$ cat src/tmw_pkg.sv
// package for the 8-bit timer waveform/output control block
// assumes a single system clock; registers reached over a plain strobe port
package tmw_pkg;
   localparam int unsigned ADDR_W = 6;
   localparam int unsigned DATA_W = 8;
   // register offsets
   localparam logic [5:0] OFS_WOCA = 6'h30;
   localparam logic [5:0] OFS_TCB  = 6'h33;
   localparam logic [5:0] OFS_CNT  = 6'h32;
   localparam logic [5:0] OFS_CMPA = 6'h36;
   localparam logic [5:0] OFS_CMPB = 6'h3C;
   localparam logic [5:0] OFS_FLAG = 6'h38;
   // field positions
   localparam int unsigned CHA_HI = 7;
   localparam int unsigned CHA_LO = 6;
   localparam int unsigned CHB_HI = 5;
   localparam int unsigned CHB_LO = 4;
   localparam int unsigned WML_HI = 1;
   localparam int unsigned WML_LO = 0;
   localparam int unsigned FRC_A  = 7;
   localparam int unsigned FRC_B  = 6;
   localparam int unsigned WMH    = 3;
   localparam int unsigned CS_HI  = 2;
   localparam int unsigned CS_LO  = 0;
   localparam int unsigned FLG_OVF = 0;
   localparam int unsigned FLG_MA  = 1;
   localparam int unsigned FLG_MB  = 2;
   // writable masks and reset values
   localparam logic [7:0] WOCA_MASK  = 8'hF3;
   localparam logic [7:0] TCB_MASK   = 8'h0F;
   localparam logic [7:0] FLAG_MASK  = 8'h07;
   localparam logic [7:0] RESET_BYTE = 8'h00;
   localparam logic [7:0] CNT_MAX    = 8'hFF;
   localparam logic [7:0] CNT_BOTTOM = 8'h00;
   localparam logic [7:0] CNT_ONE    = 8'h01;
   // output-mode codes
   localparam logic [1:0] OM_OFF = 2'h0;
   localparam logic [1:0] OM_TGL = 2'h1;
   localparam logic [1:0] OM_CLR = 2'h2;
   localparam logic [1:0] OM_SET = 2'h3;
   // prescaler
   localparam int unsigned PRE_W = 10;
   localparam logic [9:0] PRE_8    = 10'h007;
   localparam logic [9:0] PRE_64   = 10'h03F;
   localparam logic [9:0] PRE_256  = 10'h0FF;
   localparam logic [9:0] PRE_1024 = 10'h3FF;
   localparam logic [2:0] CS_STOP = 3'h0;
   localparam logic [2:0] CS_DIV1 = 3'h1;
   localparam logic [2:0] CS_DIV8 = 3'h2;
   localparam logic [2:0] CS_D64  = 3'h3;
   localparam logic [2:0] CS_D256 = 3'h4;
   localparam logic [2:0] CS_D1K  = 3'h5;
   localparam logic [2:0] CS_EXTF = 3'h6;
   localparam logic [2:0] CS_EXTR = 3'h7;

   typedef enum logic [2:0] {
      WM_NORMAL, WM_PC_FF, WM_CTC, WM_FAST_FF, WM_RSV4, WM_PC_A, WM_RSV6, WM_FAST_A
   } tmw_wmode_t;

   typedef struct packed {
      logic       wr;
      logic       rd;
      logic [5:0] addr;
      logic [7:0] wdata;
   } tmw_bus_t;

   typedef struct packed {
      logic wave_a;
      logic wave_b;
      logic en_a;
      logic en_b;
   } tmw_pins_t;
endpackage : tmw_pkg

$ cat src/tmw_timer8.sv
// 8-bit timer with waveform generation and two compare-output channels
// assumes a plain strobe register port; tick pin is asynchronous to clk_sys
//
// Overview of operation
// counter synchronous to clk_sys, timer tick is only an enable
// nonzero channel A mode routes wave to pin; direction bit enables driver
// non-PWM A modes: off, toggle, clear, set on match
// fast PWM A: 10 clear/set-bottom, 11 inverse, 01 toggle if mode high bit
// phase PWM A: 10 clear up/set down, 11 inverse, 01 toggle if high bit
// nonzero channel B mode routes wave to pin; direction bit enables driver
// non-PWM B modes: off, toggle, clear, set on match
// fast PWM B: 10 clear/set-bottom, 11 inverse, 01 reserved
// phase PWM B: 10 clear up/set down, 11 inverse, 01 reserved
// fast PWM, compare equals TOP with high bit: ignore match, act at bottom
// phase PWM, compare equals TOP with high bit: ignore match, act at TOP
// control register bits 3 and 2 ignore writes, read zero
// three-bit waveform mode from two low bits plus high bit
// mode decode and TOP source per mode
// compare buffer update point and overflow flag point per mode
// clock select: stop, divide 1, 8, 64, 256, 1024, pin edges
// fast PWM counts up to TOP then returns to zero
// phase PWM counts up, holds TOP one tick, counts down
// counter write blocks compare match on the next tick
// reserved codes disconnect output and cause no action; reserved waveform modes still set match flags when count equals compare
// match, overflow and TOP events taken only on tick cycles
`timescale 1ns/1ps
module tmw_timer8 (
   input  wire logic       clk_sys,
   input  wire logic       rst_n,
   input  wire logic [5:0] reg_addr,
   input  wire logic [7:0] reg_wdata,
   input  wire logic       reg_wr,
   input  wire logic       reg_rd,
   output logic      [7:0] reg_rdata,
   input  wire logic       tick_pin,
   input  wire logic       dir_a,
   input  wire logic       dir_b,
   output logic            chan_a_wave_out,
   output logic            chan_b_wave_out,
   output logic            chan_a_pin_en,
   output logic            chan_b_pin_en
);
   typedef struct packed {
      logic [7:0] ctl_a;
      logic [7:0] ctl_b;
      logic [7:0] cnt;
      logic [7:0] cmp_a_buf;
      logic [7:0] cmp_b_buf;
      logic [7:0] cmp_a;
      logic [7:0] cmp_b;
      logic [7:0] flags;
      logic       down;
      logic       blk;
      logic       wa;
      logic       wb;
      logic       ena;
      logic       enb;
      logic [7:0] rdata;
      logic [1:0] pin_sync;
   } tmw_state_t;

   tmw_state_t st_reg;
   tmw_state_t st_next;
   logic       timer_tick;

   tmw_tick_gen u_tick (
      .clk_sys            (clk_sys),
      .rst_n              (rst_n),
      .tick_source_select (st_reg.ctl_b[tmw_pkg::CS_HI:tmw_pkg::CS_LO]),
      .ext_sync           (st_reg.pin_sync[1]),
      .timer_tick         (timer_tick)
   );

   tmw_pkg::tmw_wmode_t wmode;
   logic [1:0] om_a;
   logic [1:0] om_b;
   logic [7:0] top;
   logic       is_fast;
   logic       is_pc;
   logic       is_rsv;
   logic       at_top;
   logic       at_bot;
   logic       hit_a;
   logic       hit_b;
   logic       frc_a;
   logic       frc_b;
   logic       upd;
   logic       ovf;
   logic       cnt_wr;

   function automatic logic wave_step(input logic cur, input logic [1:0] om, input logic hit, input logic up,
                                      input logic fast, input logic pc, input logic bot, input logic tgl_ok,
                                      input logic at_t, input logic cmp_top);
      logic nv;
      nv = cur;
      if (!fast && !pc) begin
         if (hit) begin
            unique case (om)
               tmw_pkg::OM_OFF: nv = cur;
               tmw_pkg::OM_TGL: nv = ~cur;
               tmw_pkg::OM_CLR: nv = 1'b0;
               tmw_pkg::OM_SET: nv = 1'b1;
            endcase
         end
      end else if (om == tmw_pkg::OM_TGL) begin
         if (tgl_ok && hit) begin
            nv = ~cur;
         end
      end else if (om[1]) begin
         if (fast) begin
            if (hit && !cmp_top) begin
               nv = om[0];
            end
            if (bot) begin
               nv = ~om[0];
            end
         end else if (cmp_top) begin
            // level at TOP matches a down-counting match, keeps symmetry
            if (at_t) begin
               nv = ~om[0];
            end
         end else if (hit) begin
            nv = up ? om[0] : ~om[0];
         end
      end
      return nv;
   endfunction : wave_step

   always_comb begin
      wmode   = tmw_pkg::tmw_wmode_t'({st_reg.ctl_b[tmw_pkg::WMH],
                                       st_reg.ctl_a[tmw_pkg::WML_HI:tmw_pkg::WML_LO]});
      om_a    = st_reg.ctl_a[tmw_pkg::CHA_HI:tmw_pkg::CHA_LO];
      om_b    = st_reg.ctl_a[tmw_pkg::CHB_HI:tmw_pkg::CHB_LO];
      is_fast = (wmode == tmw_pkg::WM_FAST_FF) || (wmode == tmw_pkg::WM_FAST_A);
      is_pc   = (wmode == tmw_pkg::WM_PC_FF) || (wmode == tmw_pkg::WM_PC_A);
      is_rsv  = (wmode == tmw_pkg::WM_RSV4) || (wmode == tmw_pkg::WM_RSV6);
      top     = (wmode == tmw_pkg::WM_CTC || wmode == tmw_pkg::WM_PC_A || wmode == tmw_pkg::WM_FAST_A)
                ? st_reg.cmp_a : tmw_pkg::CNT_MAX;
      cnt_wr  = reg_wr && (reg_addr == tmw_pkg::OFS_CNT);
      at_top  = timer_tick && (st_reg.cnt == top);
      at_bot  = timer_tick && (st_reg.cnt == tmw_pkg::CNT_BOTTOM);
      hit_a   = timer_tick && !st_reg.blk && (st_reg.cnt == st_reg.cmp_a);
      hit_b   = timer_tick && !st_reg.blk && (st_reg.cnt == st_reg.cmp_b);
      frc_a   = reg_wr && (reg_addr == tmw_pkg::OFS_TCB) && reg_wdata[tmw_pkg::FRC_A] && !is_fast && !is_pc;
      frc_b   = reg_wr && (reg_addr == tmw_pkg::OFS_TCB) && reg_wdata[tmw_pkg::FRC_B] && !is_fast && !is_pc;
      // buffer update point
      upd     = (is_pc && at_top) || (is_fast && at_top);
      // overflow point
      if (is_pc) begin
         ovf = at_bot;
      end else if (wmode == tmw_pkg::WM_FAST_A) begin
         ovf = at_top;
      end else begin
         ovf = timer_tick && (st_reg.cnt == tmw_pkg::CNT_MAX) && !is_rsv;
      end

      st_next          = st_reg;
      st_next.pin_sync = {st_reg.pin_sync[0], tick_pin};
      st_next.rdata    = tmw_pkg::RESET_BYTE;
      st_next.blk      = timer_tick ? 1'b0 : st_reg.blk;

      // counting sequence, advanced only on tick R1
      if (timer_tick && !is_rsv) begin
         if (is_pc) begin
            if (st_reg.cnt == top) begin
               st_next.down = 1'b1;
               st_next.cnt  = st_reg.cnt - tmw_pkg::CNT_ONE;
            end else if (st_reg.down && st_reg.cnt != tmw_pkg::CNT_BOTTOM) begin
               st_next.cnt  = st_reg.cnt - tmw_pkg::CNT_ONE;
            end else begin
               st_next.down = 1'b0;
               st_next.cnt  = st_reg.cnt + tmw_pkg::CNT_ONE;
            end
         end else begin
            st_next.down = 1'b0;
            st_next.cnt  = (st_reg.cnt == top) ? tmw_pkg::CNT_BOTTOM : st_reg.cnt + tmw_pkg::CNT_ONE;
         end
      end

      // compare buffers R15
      if (!is_fast && !is_pc) begin
         st_next.cmp_a = st_reg.cmp_a_buf;
         st_next.cmp_b = st_reg.cmp_b_buf;
      end else if (upd) begin
         st_next.cmp_a = st_reg.cmp_a_buf;
         st_next.cmp_b = st_reg.cmp_b_buf;
      end

      // waveform outputs; reserved modes leave them idle R20
      if (!is_rsv) begin
         st_next.wa = wave_step(st_reg.wa, om_a, hit_a | frc_a, !st_reg.down, is_fast, is_pc,
                                is_fast && at_top, st_reg.ctl_b[tmw_pkg::WMH],
                                at_top, st_reg.cmp_a == top);
         st_next.wb = wave_step(st_reg.wb, om_b, hit_b | frc_b, !st_reg.down, is_fast, is_pc,
                                is_fast && at_top, 1'b0,
                                at_top, st_reg.cmp_b == top);
      end
      st_next.ena = (om_a != tmw_pkg::OM_OFF) && dir_a && !is_rsv
                    && !((is_fast || is_pc) && om_a == tmw_pkg::OM_TGL && !st_reg.ctl_b[tmw_pkg::WMH]);
      st_next.enb = (om_b != tmw_pkg::OM_OFF) && dir_b && !is_rsv
                    && !((is_fast || is_pc) && om_b == tmw_pkg::OM_TGL);

      // flags: hardware set wins over software clear
      st_next.flags[tmw_pkg::FLG_OVF] = ovf |
         (st_reg.flags[tmw_pkg::FLG_OVF] & ~(reg_wr && reg_addr == tmw_pkg::OFS_FLAG && reg_wdata[tmw_pkg::FLG_OVF]));
      st_next.flags[tmw_pkg::FLG_MA] = hit_a |
         (st_reg.flags[tmw_pkg::FLG_MA] & ~(reg_wr && reg_addr == tmw_pkg::OFS_FLAG && reg_wdata[tmw_pkg::FLG_MA]));
      st_next.flags[tmw_pkg::FLG_MB] = hit_b |
         (st_reg.flags[tmw_pkg::FLG_MB] & ~(reg_wr && reg_addr == tmw_pkg::OFS_FLAG && reg_wdata[tmw_pkg::FLG_MB]));

      if (reg_wr) begin
         unique case (reg_addr)
            tmw_pkg::OFS_WOCA: st_next.ctl_a = reg_wdata & tmw_pkg::WOCA_MASK;
            tmw_pkg::OFS_TCB:  st_next.ctl_b = reg_wdata & tmw_pkg::TCB_MASK;
            tmw_pkg::OFS_CNT: begin
               st_next.cnt = reg_wdata;
               st_next.blk = 1'b1;
            end
            tmw_pkg::OFS_CMPA: st_next.cmp_a_buf = reg_wdata;
            tmw_pkg::OFS_CMPB: st_next.cmp_b_buf = reg_wdata;
            default: ;
         endcase
      end
      if (reg_rd) begin
         unique case (reg_addr)
            tmw_pkg::OFS_WOCA: st_next.rdata = st_reg.ctl_a & tmw_pkg::WOCA_MASK;
            tmw_pkg::OFS_TCB:  st_next.rdata = st_reg.ctl_b & tmw_pkg::TCB_MASK;
            tmw_pkg::OFS_CNT:  st_next.rdata = st_reg.cnt;
            tmw_pkg::OFS_CMPA: st_next.rdata = st_reg.cmp_a_buf;
            tmw_pkg::OFS_CMPB: st_next.rdata = st_reg.cmp_b_buf;
            tmw_pkg::OFS_FLAG: st_next.rdata = st_reg.flags & tmw_pkg::FLAG_MASK;
            default:           st_next.rdata = tmw_pkg::RESET_BYTE;
         endcase
      end
   end

   always_ff @(posedge clk_sys or negedge rst_n) begin
      if (!rst_n) begin
         st_reg <= '0;
      end else begin
         st_reg <= st_next;
      end
   end

   assign reg_rdata       = st_reg.rdata;
   assign chan_a_wave_out = st_reg.wa;
   assign chan_b_wave_out = st_reg.wb;
   assign chan_a_pin_en   = st_reg.ena;
   assign chan_b_pin_en   = st_reg.enb;
endmodule : tmw_timer8

$ cat src/tmw_tick_gen.sv
// tick generator: prescaler and external edge source for the timer
// assumes ext_sync already passed a two-stage synchroniser in the caller
`timescale 1ns/1ps
module tmw_tick_gen #(
   parameter int unsigned PRE_W = tmw_pkg::PRE_W
) (
   input  wire logic       clk_sys,
   input  wire logic       rst_n,
   input  wire logic [2:0] tick_source_select,
   input  wire logic       ext_sync,
   output logic            timer_tick
);
   typedef struct packed {
      logic [PRE_W-1:0] pre;
      logic             ext_d;
      logic             tick;
   } tmw_tick_st_t;

   tmw_tick_st_t st_reg;
   tmw_tick_st_t st_next;

   always_comb begin
      st_next       = st_reg;
      st_next.pre   = st_reg.pre + PRE_W'(1);
      st_next.ext_d = ext_sync;
      unique case (tick_source_select)
         tmw_pkg::CS_STOP: st_next.tick = 1'b0;
         tmw_pkg::CS_DIV1: st_next.tick = 1'b1;
         tmw_pkg::CS_DIV8: st_next.tick = (st_reg.pre[2:0] == tmw_pkg::PRE_8[2:0]);
         tmw_pkg::CS_D64:  st_next.tick = (st_reg.pre[5:0] == tmw_pkg::PRE_64[5:0]);
         tmw_pkg::CS_D256: st_next.tick = (st_reg.pre[7:0] == tmw_pkg::PRE_256[7:0]);
         tmw_pkg::CS_D1K:  st_next.tick = (st_reg.pre == tmw_pkg::PRE_1024);
         tmw_pkg::CS_EXTF: st_next.tick = st_reg.ext_d & ~ext_sync;
         tmw_pkg::CS_EXTR: st_next.tick = ~st_reg.ext_d & ext_sync;
      endcase
   end

   always_ff @(posedge clk_sys or negedge rst_n) begin
      if (!rst_n) begin
         st_reg <= '0;
      end else begin
         st_reg <= st_next;
      end
   end

   assign timer_tick = st_reg.tick;
endmodule : tmw_tick_gen

$ cat config.mk
export PLATFORM = sky130hd
export DESIGN_NAME = tmw_timer8
export DESIGN_NICKNAME = d
export VERILOG_FILES = /design/src/tmw_pkg.sv /design/src/tmw_timer8.sv /design/src/tmw_tick_gen.sv
export SDC_FILE = /design/constraint.sdc
export NUM_CORES = 1
export LEC_CHECK = 0
export ABC_AREA = 1
export BUFFER_PORTS_ARGS = -buffer_cell sky130_fd_sc_hd__buf_2
export CORE_MARGIN = 2
export CORE_UTILIZATION = 50
export CTS_CLUSTER_SIZE = 14
export DETAILED_ROUTE_END_ITERATION = 8
export GPL_ROUTABILITY_DRIVEN = 0
export GPL_TIMING_DRIVEN = 0
export PLACE_DENSITY = 0.75
export SLEW_MARGIN = 20
export SYNTH_ARGS = -nofsm -noshare
export SYNTH_HDL_FRONTEND = slang
export SYNTH_SLANG_ARGS = --single-unit
$ cat constraint.sdc
create_clock -name clk_sys -period 4.18 [get_ports clk_sys]
set_input_delay 0.418 -clock clk_sys [delete_from_list [all_inputs] [get_ports clk_sys]]
set_output_delay 0.418 -clock clk_sys [all_outputs]
set_load 0.02 [all_outputs]
After elaboration in Yosys (flattened, before gate mapping)
Index checks and enable logic that the tools add are counted.
- bits in registers: 81
- input port bits: 21
- output and inout bits: 12
- logic and storage cells: 207
- add/sub/neg operators: 3
- eq/ne operators: 47
- multiplexer cells: 48
- bitwise operators: 20
- reductions and logical operators: 70
- operator list (cell ; count):
    8-bit 2-to-1 mux ; 10
    8-bit case mux with 6 select lines ; 1
    6-bit == test (second input constant) ; 7
    8-bit == test ; 5
    1-bit logical AND ; 35
    16-bit 2-to-1 mux ; 2
    1-bit 2-to-1 mux ; 31
    3-bit == test (second input constant) ; 9
    24-bit 2-to-1 mux ; 1
    8-bit == test (second input constant) ; 2
    8-bit AND reduction ; 2
    3-bit by 2-bit == test with 1-bit output (second input constant) ; 4
    10-bit by 1-bit adder with 10-bit output (second input constant) ; 1
    10-bit == test (second input constant) ; 1
    2-bit inequality test (second input constant) ; 5
    1-bit inverter ; 10
    2-bit AND reduction ; 5
    1-bit zero test ; 9
    8-bit by 1-bit adder with 8-bit output (second input constant) ; 1
    2-bit == test (second input constant) ; 4
    8-bit zero test ; 1
    1-bit case mux with 8 select lines ; 1
    2-bit nonzero test ; 4
    4-bit nonzero test ; 2
    16 further kinds ; 35

Depth between registers and ports, before layout
- word-level depth: 13
- depth in mapped cells: 18
- depth with buffers taken out: 17

Hierarchy
From an unflattened synthesis, not the netlist that was laid out.
- cell total of the unflattened synthesis: 666
- area total of the unflattened synthesis: 4822.1 µm²
- modules (own cells, without submodules) (module ; instances ; cells each ; area each (µm²) ; sequential area each (µm²)):
    tmw_timer8 ; 1 ; 598 ; 4239.1 ; 1726.7
    tmw_tick_gen ; 1 ; 68 ; 583.1 ; 300.3

Worst setup path before layout
Ideal clock, no wire load.
- path kind: register to register
- from: reg st_reg[72] (netlist name)
- to: reg st_reg (netlist bit chan_a_wave_out)
- library setup time: 0.117 ns
- arrival time: 1.763 ns
- required time: 4.063 ns
- path slack: 2.299 ns
- stages on the path, launching flop included: 19
- buffers on the path: 2
- period minus slack after synthesis: 1.881 ns
- cells stage by stage: dfrtp_1 buf_6 inv_6 nand2_4 nand2_4 buf_6 nand3_2 nand2_2 inv_1 nor2_2 nand4_2 nand2_2 nand2_1 nand2_1 nand2_1 nand2_1 nand2_1 nand2_1 nand2_1
- word-level cells in the longest chain between the ends: 12
- elaborated cells on any way between the ends: 41
- classes of those cells: eq/ne: 14; mux: 7; bitwise: 2; reduce/logical: 18
- ends and longest elaborated chain (what ; line ; RTL):
    start: declaration ; tmw_timer8.sv:62 ; tmw_state_t st_reg;
    start signal: assignment ; tmw_timer8.sv:241 ; st_reg <= st_next;
    3-bit by 2-bit == test with 1-bit output / 3-bit == test (equally long branches) ; tmw_timer8.sv:137, tmw_timer8.sv:135 ;
    1-bit logical OR (2 in a row) ; tmw_timer8.sv:137 ; top = (wmode == tmw_pkg::WM_CTC || wmode == tmw_pkg::WM_PC_A || wmode == tmw_pkg::WM_FAST_A)
    8-bit 2-to-1 mux ; tmw_timer8.sv:138 ; ? st_reg.cmp_a : tmw_pkg::CNT_MAX;
    8-bit == test ; tmw_timer8.sv:140 ; at_top = timer_tick && (st_reg.cnt == top);
    1-bit logical AND ; tmw_timer8.sv:140 ;
    1-bit logical AND ; tmw_timer8.sv:192 ; is_fast && at_top, st_reg.ctl_b[tmw_pkg::WMH],
    1-bit 2-to-1 mux ; tmw_timer8.sv:114 ; if (bot) begin
    1-bit 2-to-1 mux ; tmw_timer8.sv:110 ; if (fast) begin
    1-bit 2-to-1 mux ; tmw_timer8.sv:109 ; end else if (om[1]) begin
    1-bit 2-to-1 mux ; tmw_timer8.sv:105 ; end else if (om == tmw_pkg::OM_TGL) begin
    1-bit 2-to-1 mux ; tmw_timer8.sv:96 ; if (!fast && !pc) begin
Several ways; a longest one is shown, not always the timed one. The select of a mux whose other input is x is not followed.
A chain may end at the register's enable or synchronous reset.

==> results.md <==
* # port buffers at 32
* Synth unique cells at 41
* Outcome: finished clean
* DRT iter0 DRCs at approximately 480
* GRT Total Usage at between 20% and 30%
* Synth-to-Final Area Change at 10.7%
* Worst r2r src: st_reg[56]
* Synth cell count leaders: 151 x nand2_1, 81 x dfrtp_1, 68 x inv_1
* CTS max path bufs at 2
* Initial antenna violation count at 0
* Synth Flop Type: dfrtp_1
* H-tree levels at 3
* Worst path required time at about 4.5 ns
* Root buffer cell: clkbuf_8
* Vias in the first global route at around 4300
* CTS Sinks at between 80 and 90
* Post-route ant nets at 0
* Overflow after GRT at 0
* Post-layout min period at roughly 2.3 ns
* DR DRC count at 0
* Yosys synthesis warning count at 0
* Max Slew Vio Count at 0
* Worst-path clk slew at around 0.09 ns
* CTS tree: yes
* Setup_tns at 0 ns
* Final Cycle Share at a little under three fifths
* DR vias/cell at between 5 and 6
* Hold-fix buffers, CTS at 0
* Final Hold Viols at 0
* Critical path arrival at approximately 2.6 ns
* Avg WL per Cell at approximately 17 µm
* Reg2reg path depth at 9
* Initial Utilization at 51.2%
* CTS buffer count at 9
* Placed wire-length estimate at 10000 µm
* Gate Count Post-Synth at approximately 620
* Total wire length at ~13000 µm
* # resized after CTS at 0
* Final setup fails at 0
* Syn_area_per_cell at about 7.6 µm²
* Top-count cell post-synth: nand2_1
* RSZ-0062 raised after global routing: no
* Largest net degree at the start of global routing at 43
* Slew headroom at 57.9%
* Pwr dens at 491 mW/mm²
* Reg2reg end: st_reg[63]
* Core Util, Final at 56.7%
* Row cnt at 35
* Worst Path Max Fanout at 10
* CP startpoint kind: register
* DR pass1 iterations at 5
* Cells along the critical path: clkinv_1, nor3_1, nand3_1, nor2_1, nand2_1, xor2_1, o21ai_1, nand2_1, a21oi_2
* Crit. End Element: register
* Pleak at about 2.5 nW
* Max FFs per register at 52
* Syn Std Cell Area at 0.00471 mm²
* Max-cap violations at 0
* Nets at slightly below 700
* Clock Skews at about 0.019 ns
* #FFs+latches synth at 81
* Post-synth EDFFs at 0
* Clock Latency Late Sink at roughly 0.36 ns
* CP peak stage delay at 0.50 ns
* Antenna diodes at 0
* Hold Path Class: in2async
* Core outline area at between 0.009 and 0.01 mm²
* Least-Margin Pin Slew at 0.632 ns
* Maximum vdd drop at 0.000295 V
* Seq/Total Area, Yosys at between 40% and 50%
* Die area at just over 0.01 mm²
* I/O pins at 33
* Die Ht at around 100 µm
* Max Fclk at approximately 430 MHz
* Critical path class: reg2reg
* Slowest-stage cell, CP: nor3_1
* Largest area contributor in the netlist: dfrtp_1
* Syn_nets at 644
* Reg2reg setup slack at roughly 1.9 ns
* First-pass GRT wire length at around 22000 µm
* Post-CTS Setup Repair Bufs at 0
* Vias at around 4500
* Share of the synthesized area in the top cell type at 43.1%
* Area contributors post-synth: dfrtp_1 43%, nand2_1 12%, o21ai_0 6.8%
* Die X-Extent at about 100 µm
* Asr flop ratio synth at 100%
* Cell seen most often among critical-path stages: nand2_1
* Share of layout cells above drive strength 1 at between 10% and 20%
cell type report:
type	count	area [µm²]
Inverter	77	294
Clock inverter	7	60.1
Sequential cell	81	2030
Multi-Input combinational cell	437	2240
Buffer	23	146
Tap cell	111	139
Clock buffer	9	124
Fill cell	864	3980
Timing Repair Buffer	33	183
worst max-delay path, delay by kind of cell (launching register included):
kind | cells | cell delay [ns]
simple gates | 5 | 0.97
flops | 1 | 0.46
buf+inv | 1 | 0.39
compound gates | 2 | 0.29
xor+xnor | 1 | 0.15
routing by layer:
metal,vias to the layer above,routed length [µm],track usage (%)
li1,2118,-,-
met1,2151,5400,36.3
met2,237,6220,44.2
met3,41,1210,4.79
met4,0,524,12.6
met5,-,0,0
where the power goes:
group          total, W  internal [W]  leakage (nW)  switching [W]
Sequential      0.00102      0.000896          1.04       0.000120
Combinational  0.000987      0.000314          1.39       0.000673
Clock          0.000555      0.000227        0.0901       0.000328
how the worst max path moves through the flow:
stage / end / cells after the start / startpoint
5_1_grt: st_reg[63] / 9 / st_reg[56]
2_1_floorplan: chan_a_wave_out / 18 / st_reg[72]
6_report: st_reg[63] / 9 / st_reg[56]
3_3_place_gp: st_reg[56] / 9 / reg_addr[3]
4_1_cts: st_reg[63] / 9 / st_reg[56]
3_5_place_dp: st_reg[56] / 9 / reg_addr[3]
cells in the final DEF (no fill, tap or decap), types with 5 or more instances in the layout:
master	n
nor3_1	11
dfrtp_1	81
clkbuf_1	8
nand4_1	10
o21ai_1	6
clkbuf_8	9
nor2_2	5
nand2_2	6
buf_4	10
a21oi_1	18
inv_1	68
nand3_1	45
buf_2	34
nor2_1	49
xor2_1	19
a221oi_1	8
ha_1	5
nor4_1	6
o21ai_0	64
nand2_1	151
logic make-up after synthesis:
logic type                 synth area share (%)
adders and majority gates                  1.33
buffers and inverters                      9.36
and+or+nand+nor                            27.5
DFF                                        43.1
xor gates and xnor gates                   3.91
AOI/OAI and AO/OA                          14.9
stage by stage:
| step | instance area (µm²) | setup slack, ns | instances | power, W | hold WS, ns |
|---|---|---|---|---|---|
| 3_3_place_gp | 5010 | 1.93 | 761 | 0.00194 | 0.334 |
| 2_1_floorplan | 4710 | 2.30 | 618 | 0.00170 | 0.122 |
| 3_5_place_dp | 5030 | 1.92 | 762 | 0.00198 | 0.369 |
| 5_1_grt | 5210 | 1.72 | 778 | 0.00272 | 0.0614 |
| 6_report | 5210 | 1.86 | 778 | 0.00256 | 0.0203 |
| 4_1_cts | 5210 | 1.95 | 778 | 0.00253 | 0.0379 |
Power figures use the tool's default switching activity.
